`src/verilog/ssir_pkg.sv`:
```
// constants and types for the serial port input register block
package ssir_pkg;
    // ==========================================================
    // frame layout
    localparam int FRAME_BITS = 16;
    localparam int ADDR_LSB   = 12;
    localparam int WD_BIT     = 11;
    localparam int SUB_BIT    = 10;
    localparam int DATA_W     = 11;
    localparam int NUM_CH     = 6;
    localparam int NUM_PIN    = 8;
    // ==========================================================
    // register addresses
    localparam logic [3:0] A_INIT_A = 4'h0;
    localparam logic [3:0] A_INIT_B = 4'h1;
    localparam logic [3:0] A_CH1    = 4'h2;
    localparam logic [3:0] A_OUT_EN = 4'h8;
    localparam logic [3:0] A_GDUTY  = 4'h9;
    localparam logic [3:0] A_OC     = 4'hA;
    localparam logic [3:0] A_DIN    = 4'hB;
    localparam logic [3:0] A_PRESC  = 4'hC;
    localparam logic [3:0] A_OL     = 4'hD;
    localparam logic [3:0] A_STEP   = 4'hE;
    localparam logic [3:0] A_TEST   = 4'hF;
    // ==========================================================
    // field positions
    localparam int CH_EN_BIT = 8;
    localparam int HI5_LSB   = 5;
    localparam int LED_TRIG  = 5;
    localparam int OFS_LSB   = 6;
    // ==========================================================
    // timing and reset values
    localparam int CLK_MHZ = 40;
    localparam int WD_W    = 24;
    localparam logic [NUM_PIN-1:0] PIN_RST = 8'h04;
    // ==========================================================
    // types
    typedef enum logic [2:0] {
        MODE_NORMAL = 3'b001,
        MODE_FAIL   = 3'b010,
        MODE_ARMED  = 3'b100
    } ssir_mode_t;
    typedef struct packed {
        logic       wd_timeout_sel;
        logic [1:0] sync_delay_sel;
        logic [2:0] sense_mux_sel;
        logic       single_read_sel;
        logic [3:0] status_read_addr;
    } ssir_init_a_t;
    typedef struct packed {
        logic       hi_oc_thermal;
        logic       hi_oc_transient;
        logic [1:0] hold_sel;
        logic [4:0] hi_oc_disable;
        logic       pwm_sync_sel;
        logic       thermal_warn_sel;
    } ssir_init_b_t;
    typedef struct packed {
        logic [1:0] phase;
        logic [7:0] duty;
    } ssir_chan_t;
    typedef struct packed {
        ssir_init_a_t               init_a;
        ssir_init_b_t               init_b;
        ssir_chan_t [NUM_CH-1:0]    chan;
        logic [NUM_CH-1:0]          ch_enable;
        logic [4:0]                 out_func_sel;
        logic [NUM_CH-1:0]          gduty_enable;
        logic [7:0]                 gduty_cycle;
        logic [4:0]                 lo_oc_profile;
        logic [4:0]                 csense_mode_en;
        logic [4:0]                 hi_oc_inhibit;
        logic [4:0]                 short_oc_window;
        logic [7:0]                 din_mode;
        logic [11:0]                presc_sel;
        logic [4:0]                 ol_on_deglitch;
        logic [4:0]                 ol_off_enable;
        logic                       led_ol_trigger;
        logic [4:0]                 led_ol_enable;
        logic                       duty_step_sign;
        logic [9:0]                 duty_step;
    } ssir_cfg_t;
endpackage

```
`src/verilog/ssir_top.sv`:
```
// serial slave port and input register decode
`timescale 1ns/10ps
// Notes on behaviour
// - sixteen-bit full-duplex frames, daisy-chain capable
// - shift serial input on serial clock rise
// - update serial output on rise; master samples fall
// - select fall loads status word into shifter
// - shift only while selected; write on select rise
// - deselected: ignore clock and input, output off
// - reset pin low holds port and registers cleared
// - plausibility failure forces fail mode
// - top nibble addresses, low eleven bits data
// - missing watchdog toggle before timeout is failure
// - all input fields zero after reset
// - addresses two to seven are channel controls
// - address nine global duty enables or value
// - address ten overcurrent profile sub-registers
// - address eleven direct input modes
// - address twelve prescaler selects, two pages
// - address thirteen open-load configuration pages
// - address fourteen duty steps; fifteen test
// - clock count not multiple of sixteen fails
// - entering fail clears written settings except status read address
// - leave fail by watchdog zero then one
// - fail mode still returns selected status
module ssir_top #(
    parameter int WD_SHORT_US = 1000,
    parameter int WD_LONG_US  = 4000
) (
    input  wire logic              clk,
    input  wire logic              sys_rst,
    input  wire logic              sclk,
    input  wire logic              si,
    input  wire logic              chip_select_n,
    input  wire logic              reset_n_pin,
    input  wire logic [3:0]        direct_in,
    input  wire logic [15:0]       status_word,
    output      logic              so_ff,
    output      logic              so_oe_ff,
    output      ssir_pkg::ssir_cfg_t cfg_ff,
    output      logic              fail_ff,
    output      logic              awake_ff
);
    import ssir_pkg::*;

    localparam logic [WD_W-1:0] WD0_CYC =
        WD_W'(WD_SHORT_US * CLK_MHZ);
    localparam logic [WD_W-1:0] WD1_CYC =
        WD_W'(WD_LONG_US * CLK_MHZ);

    // ==========================================================
    // pin synchronisers
    logic [NUM_PIN-1:0] s1_ff;
    logic [NUM_PIN-1:0] s2_ff;
    logic [NUM_PIN-1:0] s3_ff;
    logic [NUM_PIN-1:0] flt_ff;
    wire  [NUM_PIN-1:0] pins;
    wire  [NUM_PIN-1:0] agree;
    wire  [NUM_PIN-1:0] nxt_flt;

    assign pins    = {direct_in, reset_n_pin, chip_select_n, si, sclk};
    assign agree   = ~(s2_ff ^ s3_ff);
    assign nxt_flt = (agree & s3_ff) | (~agree & flt_ff);

    always_ff @(posedge clk) begin
        if (sys_rst) begin
            s1_ff  <= PIN_RST;
            s2_ff  <= PIN_RST;
            s3_ff  <= PIN_RST;
            flt_ff <= PIN_RST;
        end else begin
            s1_ff  <= pins;
            s2_ff  <= s1_ff;
            s3_ff  <= s2_ff;
            flt_ff <= nxt_flt;
        end
    end

    wire sclk_f = flt_ff[0];
    wire si_f   = flt_ff[1];
    wire csn_f  = flt_ff[2];
    wire rstn_f = flt_ff[3];
    wire [3:0] din_f = flt_ff[7:4];
    wire port_rst = sys_rst | ~rstn_f;

    // ==========================================================
    // edge detection
    logic sclk_prev_ff;
    logic csn_prev_ff;
    wire  sclk_rise = sclk_f & ~sclk_prev_ff;
    wire  csn_fall  = ~csn_f & csn_prev_ff;
    wire  csn_rise  = csn_f & ~csn_prev_ff;
    wire  shift_en  = sclk_rise & ~csn_f;

    always_ff @(posedge clk) begin
        if (port_rst) begin
            sclk_prev_ff <= 1'b0;
            csn_prev_ff  <= 1'b1;
        end else begin
            sclk_prev_ff <= sclk_f;
            csn_prev_ff  <= csn_f;
        end
    end

    // ==========================================================
    // shift register and serial output
    logic [FRAME_BITS-1:0] sh_ff;
    logic [3:0]            cnt_ff;
    logic                  got_ff;

    always_ff @(posedge clk) begin
        if (port_rst) begin
            sh_ff    <= '0;
            cnt_ff   <= 4'h0;
            got_ff   <= 1'b0;
            so_ff    <= 1'b0;
            so_oe_ff <= 1'b0;
        end else begin
            so_oe_ff <= ~csn_f;
            if (csn_fall) begin
                sh_ff  <= status_word;
                so_ff  <= status_word[FRAME_BITS-1];
                cnt_ff <= 4'h0;
                got_ff <= 1'b0;
            end else if (shift_en) begin
                sh_ff  <= {sh_ff[FRAME_BITS-2:0], si_f};
                so_ff  <= sh_ff[FRAME_BITS-2];
                cnt_ff <= cnt_ff + 4'h1;
                got_ff <= 1'b1;
            end
        end
    end

    // ==========================================================
    // frame decode
    wire [3:0]        addr   = sh_ff[FRAME_BITS-1:ADDR_LSB];
    wire              wd_bit = sh_ff[WD_BIT];
    wire [DATA_W-1:0] data   = sh_ff[DATA_W-1:0];
    wire              sub    = sh_ff[SUB_BIT];
    wire frame_ok = csn_rise & got_ff & (cnt_ff == 4'h0);
    wire len_err  = csn_rise & got_ff & (cnt_ff != 4'h0);

    // ==========================================================
    // watchdog and mode
    ssir_mode_t        mode_ff;
    ssir_mode_t        nxt_mode;
    logic [WD_W-1:0]   wd_cnt_ff;
    logic [WD_W-1:0]   nxt_wd_cnt;
    logic              wd_prev_ff;
    wire [WD_W-1:0]    wd_lim = cfg_ff.init_a.wd_timeout_sel ?
                                WD1_CYC : WD0_CYC;
    wire wd_exp = (wd_cnt_ff >= wd_lim);
    wire wd_tgl = frame_ok & (wd_bit != wd_prev_ff);
    wire normal = (mode_ff == MODE_NORMAL);
    wire wr_norm = frame_ok & normal & ~wd_exp;

    always_comb begin
        nxt_mode = mode_ff;
        case (mode_ff)
            MODE_NORMAL: begin
                if (len_err | wd_exp)
                    nxt_mode = MODE_FAIL;
            end
            MODE_FAIL: begin
                if (frame_ok & ~wd_bit)
                    nxt_mode = MODE_ARMED;
            end
            MODE_ARMED: begin
                if (len_err | wd_exp)
                    nxt_mode = MODE_FAIL;
                else if (frame_ok & wd_bit)
                    nxt_mode = MODE_NORMAL;
            end
            default: nxt_mode = MODE_FAIL;
        endcase
    end

    wire mode_chg = (nxt_mode != mode_ff);
    wire wd_rst   = mode_chg | (normal & wd_tgl) |
                    (~normal & frame_ok);

    assign nxt_wd_cnt = wd_rst ? '0 :
                        wd_exp ? wd_cnt_ff :
                        wd_cnt_ff + WD_W'(1);

    always_ff @(posedge clk) begin
        if (port_rst) begin
            mode_ff    <= MODE_NORMAL;
            fail_ff    <= 1'b0;
            wd_cnt_ff  <= '0;
            wd_prev_ff <= 1'b0;
        end else begin
            mode_ff    <= nxt_mode;
            fail_ff    <= (nxt_mode != MODE_NORMAL);
            wd_cnt_ff  <= nxt_wd_cnt;
            if (frame_ok)
                wd_prev_ff <= wd_bit;
        end
    end

    // ==========================================================
    // register writes
    wire fail_enter = normal & mode_chg;
    wire fail_exit  = ~normal & (nxt_mode == MODE_NORMAL);
    wire hit_out    = wr_norm & (addr == A_OUT_EN);
    wire fail_soa   = frame_ok & ~normal & (addr == A_INIT_A);

    wire ssir_chan_t [NUM_CH-1:0] nxt_chan;
    wire [NUM_CH-1:0]             nxt_en;
    ssir_cfg_t               nxt_cfg;

    genvar g;
    generate
        for (g = 0; g < NUM_CH; g++) begin : g_ch
            wire hit = wr_norm & (addr == A_CH1 + 4'(g));
            assign nxt_chan[g] = hit ?
                {data[SUB_BIT:CH_EN_BIT+1], data[7:0]} :
                cfg_ff.chan[g];
            assign nxt_en[g] = hit ? data[CH_EN_BIT] :
                               hit_out ? data[g] :
                               cfg_ff.ch_enable[g];
        end
    endgenerate

    always_comb begin
        nxt_cfg           = cfg_ff;
        nxt_cfg.chan      = nxt_chan;
        nxt_cfg.ch_enable = nxt_en;
        if (wr_norm) begin
            if (addr == A_INIT_A) begin
                nxt_cfg.init_a = ssir_init_a_t'(data);
            end else if (addr == A_INIT_B) begin
                nxt_cfg.init_b = ssir_init_b_t'(data);
            end else if (addr == A_OUT_EN) begin
                nxt_cfg.out_func_sel = data[SUB_BIT:OFS_LSB];
            end else if (addr == A_GDUTY) begin
                if (sub)
                    nxt_cfg.gduty_cycle = data[7:0];
                else
                    nxt_cfg.gduty_enable = data[NUM_CH-1:0];
            end else if (addr == A_OC) begin
                if (sub) begin
                    nxt_cfg.hi_oc_inhibit   = data[9:HI5_LSB];
                    nxt_cfg.short_oc_window = data[4:0];
                end else begin
                    nxt_cfg.lo_oc_profile  = data[9:HI5_LSB];
                    nxt_cfg.csense_mode_en = data[4:0];
                end
            end else if (addr == A_DIN) begin
                if (!sub)
                    nxt_cfg.din_mode = data[7:0];
            end else if (addr == A_PRESC) begin
                if (sub)
                    nxt_cfg.presc_sel[11:10] = data[1:0];
                else
                    nxt_cfg.presc_sel[9:0] = data[9:0];
            end else if (addr == A_OL) begin
                if (sub) begin
                    nxt_cfg.led_ol_trigger = data[LED_TRIG];
                    nxt_cfg.led_ol_enable  = data[4:0];
                end else begin
                    nxt_cfg.ol_on_deglitch = data[9:HI5_LSB];
                    nxt_cfg.ol_off_enable  = data[4:0];
                end
            end else if (addr == A_STEP) begin
                nxt_cfg.duty_step_sign = data[SUB_BIT];
                nxt_cfg.duty_step = data[9:0];
            end
        end
        if (fail_soa)
            nxt_cfg.init_a.status_read_addr = data[3:0];
        if (fail_enter) begin
            nxt_cfg = '0;
            nxt_cfg.init_a.status_read_addr =
                cfg_ff.init_a.status_read_addr;
        end
        if (fail_exit)
            nxt_cfg = '0;
    end

    always_ff @(posedge clk) begin
        if (port_rst)
            cfg_ff <= '0;
        else
            cfg_ff <= nxt_cfg;
    end

    always_ff @(posedge clk) begin
        if (sys_rst)
            awake_ff <= 1'b0;
        else
            awake_ff <= rstn_f | (|din_f);
    end
endmodule
```
`config.mk`:
```
export PLATFORM = sky130hd
export DESIGN_NAME = ssir_top
export DESIGN_NICKNAME = d
export VERILOG_FILES = /design/src/verilog/ssir_pkg.sv /design/src/verilog/ssir_top.sv
export SDC_FILE = /design/constraint.sdc
export NUM_CORES = 1
export LEC_CHECK = 0
export ABC_AREA = 1
export BUFFER_PORTS_ARGS = -buffer_cell sky130_fd_sc_hd__buf_2
export CORE_MARGIN = 2
export CORE_UTILIZATION = 55
export CTS_CLUSTER_SIZE = 10
export DETAILED_ROUTE_END_ITERATION = 16
export PLACE_DENSITY = 0.8
export SLEW_MARGIN = 30
export SYNTH_ARGS = -nofsm -noshare
export SYNTH_HDL_FRONTEND = slang
export SYNTH_SLANG_ARGS = --single-unit
```
`constraint.sdc`:
```
create_clock -name clk -period 3.1 [get_ports clk]
set_input_delay 0.62 -clock clk [delete_from_list [all_inputs] [get_ports clk]]
set_output_delay 0.62 -clock clk [all_outputs]
set_load 0.05 [all_outputs]
```
==> reports/metrics.yaml <==
outcome: "completed"
gp_congestion: 0.953
synth_common_cells: "nand2_1, dfxtp_1, a21oi_1"
fin_nets: 1622
r2r_slack_ns: 0.25
drcViolationCount: 0
cts_setup_buffers: 0
initialDrtViolationCount: 942
syn_nets: 1436
dpl.hpwl_um: 19200
ys.flop_type: "dfxtp_1"
crit_path_start_kind: "register"
gr-total-overflow: 0
cts_resized: 0
synth_top_area_cell: "dfxtp_1"
vias: 9981
grt_pass1_wl_um: 46200
wl_um: 29300
cp-end-kind: "register"
synth_edf_count: 0
fin_skew_ns: 0.0117
finalCriticalPeriod_ns: 2.85
io_pins: 204
syn_to_final_growth_pct: 20.1
drive_gt1_share_pct: 19.1
die-height_um: 142
fin_crit_sh_pct: 92.0
worstMarginPinSlew_ns: 1.04
synth_top_area_share_pct: 49.9
grt_max_degree: 62
synth_area_leaders: "dfxtp_1, nand2_1, a21oi_1"
cp-startpoint: "cfg_ff[173]"
reg2reg_from: "cfg_ff[173]"
p_switching_w: 0.00129
dp_cells: 1786
max_cap_viol_count: 0
wire_per_inst_um: 16.1
synth.most_common_cell: "nand2_1"
die_w_um: 142
cts_buffer_depth: 3
seqPwrFrac_pct: 51.4
routed_via_density: 5.47
synth_area_sq_um: 10400
p_comb_share_pct: 0.6
initial_utilization_pct: 56.0
drt_pass1_iterations: 5
setup_viol: 0
die_area_sq_um: 20100
p_clk_share_pct: 48.0
p_sw_share_pct: 19.8
fmaxAchievable_ghz: 0.350
final_area_sq_um: 12500
p_int_w: 0.00524
synth-async-reset-ratio_pct: 0
critPathArrivalTime_ns: 3.27
port_buffers: 203
final_cells: 1824
antenna_left: 0
ys_seq_area_share_pct: 49.9
netlist-cell-type-count: 35
cts_hold_buf: 0
synth-seq-cells: 260
report.final.slew_viol_count: 0
rr_endpoint: "cfg_ff[30]"
fin_tns_setup_ns: 0
rr_worst_depth: 14
grt_antenna_before_repair: 0
ir_worst_vdd_mv: 0.403
synth.avg_cell_area_sq_um: 7.47
pre_cts_ws_ns: 0.359
clkLatencyLatePin_ns: 0.54
p_per_area_nw_per_um2: 521
yosysWarningCount: 0
worstPathRequired_ns: 3.51
root_buffer: "clkbuf_16"
grt_pass1_vias: 9194
finalHoldViolCount: 0
cts_made_buffers: 30
postLayoutSetupSlackWorst_ns: 0.247
slew_headroom_pct: 30.7
core_sq_um: 18600
finalPower_w: 0.00653
cts_sinks: 260
p_leak_nw: 4.95
cts_tree: "done"
syn_inst: 1398
grt_usage_pct: 28.4
dpl-instance-area_sq_um: 11700
rsz0062_at_grt: "no"
worstPathMaxFanout: 61
setup.worst_path.end: "cfg_ff[30]"
clk_pin_slew_ns: 0.06
core.rowCount: 50
crit_type: "reg2reg"
min_path_type: "in2reg"
htree_num_levels: 1
layout make-up:
class / count / area (sq um)
antenna: 1 / 2.50
clock buffer: 36 / 805
clock inverter: 1 / 30.0
fill: 1568 / 6110
inverter: 130 / 488
multi-input combinational: 925 / 4390
sequential: 260 / 5210
tap: 234 / 293
timing repair buffer: 237 / 1320
routing by layer:
layer	global-route usage, %	vias up	share of wire [%]
li1	-	4870	-
met1	37.6	4534	42
met2	46.8	492	46
met3	4.76	85	8.3
met4	10.7	0	3.6
met5	0	-	0
cell usage in the layout, fill, tap and decap left out, types with 3 or more instances in the layout:
cell type	netlist	final
inv_2	9	9
nand2_1	353	352
ha_1	12	12
buf_4	1	30
xnor2_1	5	5
nor2_1	110	110
a21oi_1	191	191
dfxtp_1	260	257
nor3_2	4	4
nand3_1	138	138
nor4_1	3	3
buf_2	38	203
inv_1	116	116
a211oi_1	3	3
buf_12	0	4
xor2_1	12	12
nor3_1	21	21
a31oi_1	14	14
clkinv_1	5	5
nor3_4	3	3
nand4_1	14	14
or2_2	3	3
dfxtp_2	0	3
clkbuf_1	42	4
clkbuf_16	0	31
o21ai_0	25	25
power groups by stage:
stage          clock, W  combinational (W)  sequential (W)
2_1_floorplan         0          0.0000193         0.00343
3_3_place_gp          0          0.0000380         0.00343
3_5_place_dp          0          0.0000392         0.00343
4_1_cts         0.00316          0.0000396         0.00336
5_1_grt         0.00330          0.0000451         0.00336
6_report        0.00313          0.0000391         0.00336
how the worst min path moves through the flow:
stage	start	endpoint	slack, ns	depth (start not counted)
after CTS	chip_select_n	s1_ff[2]	0.26	2
after floorplan	s1_ff[0]	s2_ff[0]	0.39	2
final	chip_select_n	s1_ff[2]	0.27	2
after global routing	reset_n_pin	s1_ff[3]	0.28	3
after detailed placement	s1_ff[6]	s2_ff[6]	0.39	2
after global placement	s1_ff[1]	s2_ff[1]	0.39	2
logic make-up (layout without fill, tap and decap cells):
kind of cell / Yosys count / in the layout / share of synthesized area [%]
AOI/OAI and AO/OA: 236 / 236 / 11.7
xor gates and xnor gates: 17 / 17 / 1.43
adders and majority gates: 12 / 12 / 1.44
buffers and inverters: 213 / 404 / 8.22
DFF: 260 / 260 / 49.9
other: 0 / 1 / 0
and+or+nand+nor: 660 / 660 / 27.4
sequential cells by signal, summed over array words and instances (netlist names), 3 cells and up, named ones only:
signal,cells
wd_cnt_ff,24
cfg_ff,174
s1_ff,8
cnt_ff,4
s3_ff,8
s2_ff,8
sh_ff,15
mode_ff,3
stage by stage:
step           utilization [%]  hold slack (ns)
5_1_grt                   67.2            0.277
6_report                  67.2            0.271
3_3_place_gp              62.7            0.390
2_1_floorplan                -            0.388
3_5_place_dp              62.7            0.392
4_1_cts                   67.2            0.259
critical path, cell delays in order, from the launching register on:
cell      delay, ns
dfxtp_1        0.44
inv_1          0.16
ha_1           0.33
inv_1          0.04
nor2_1         0.07
nand2_1        0.05
nor2_1         0.14
nand3_1        0.10
nand2_1        0.14
inv_2          0.06
nand3_1        0.11
inv_2          0.08
o211ai_4       0.53
buf_12         0.35
a21oi_1        0.09
(Power assumes the default switching activity.)
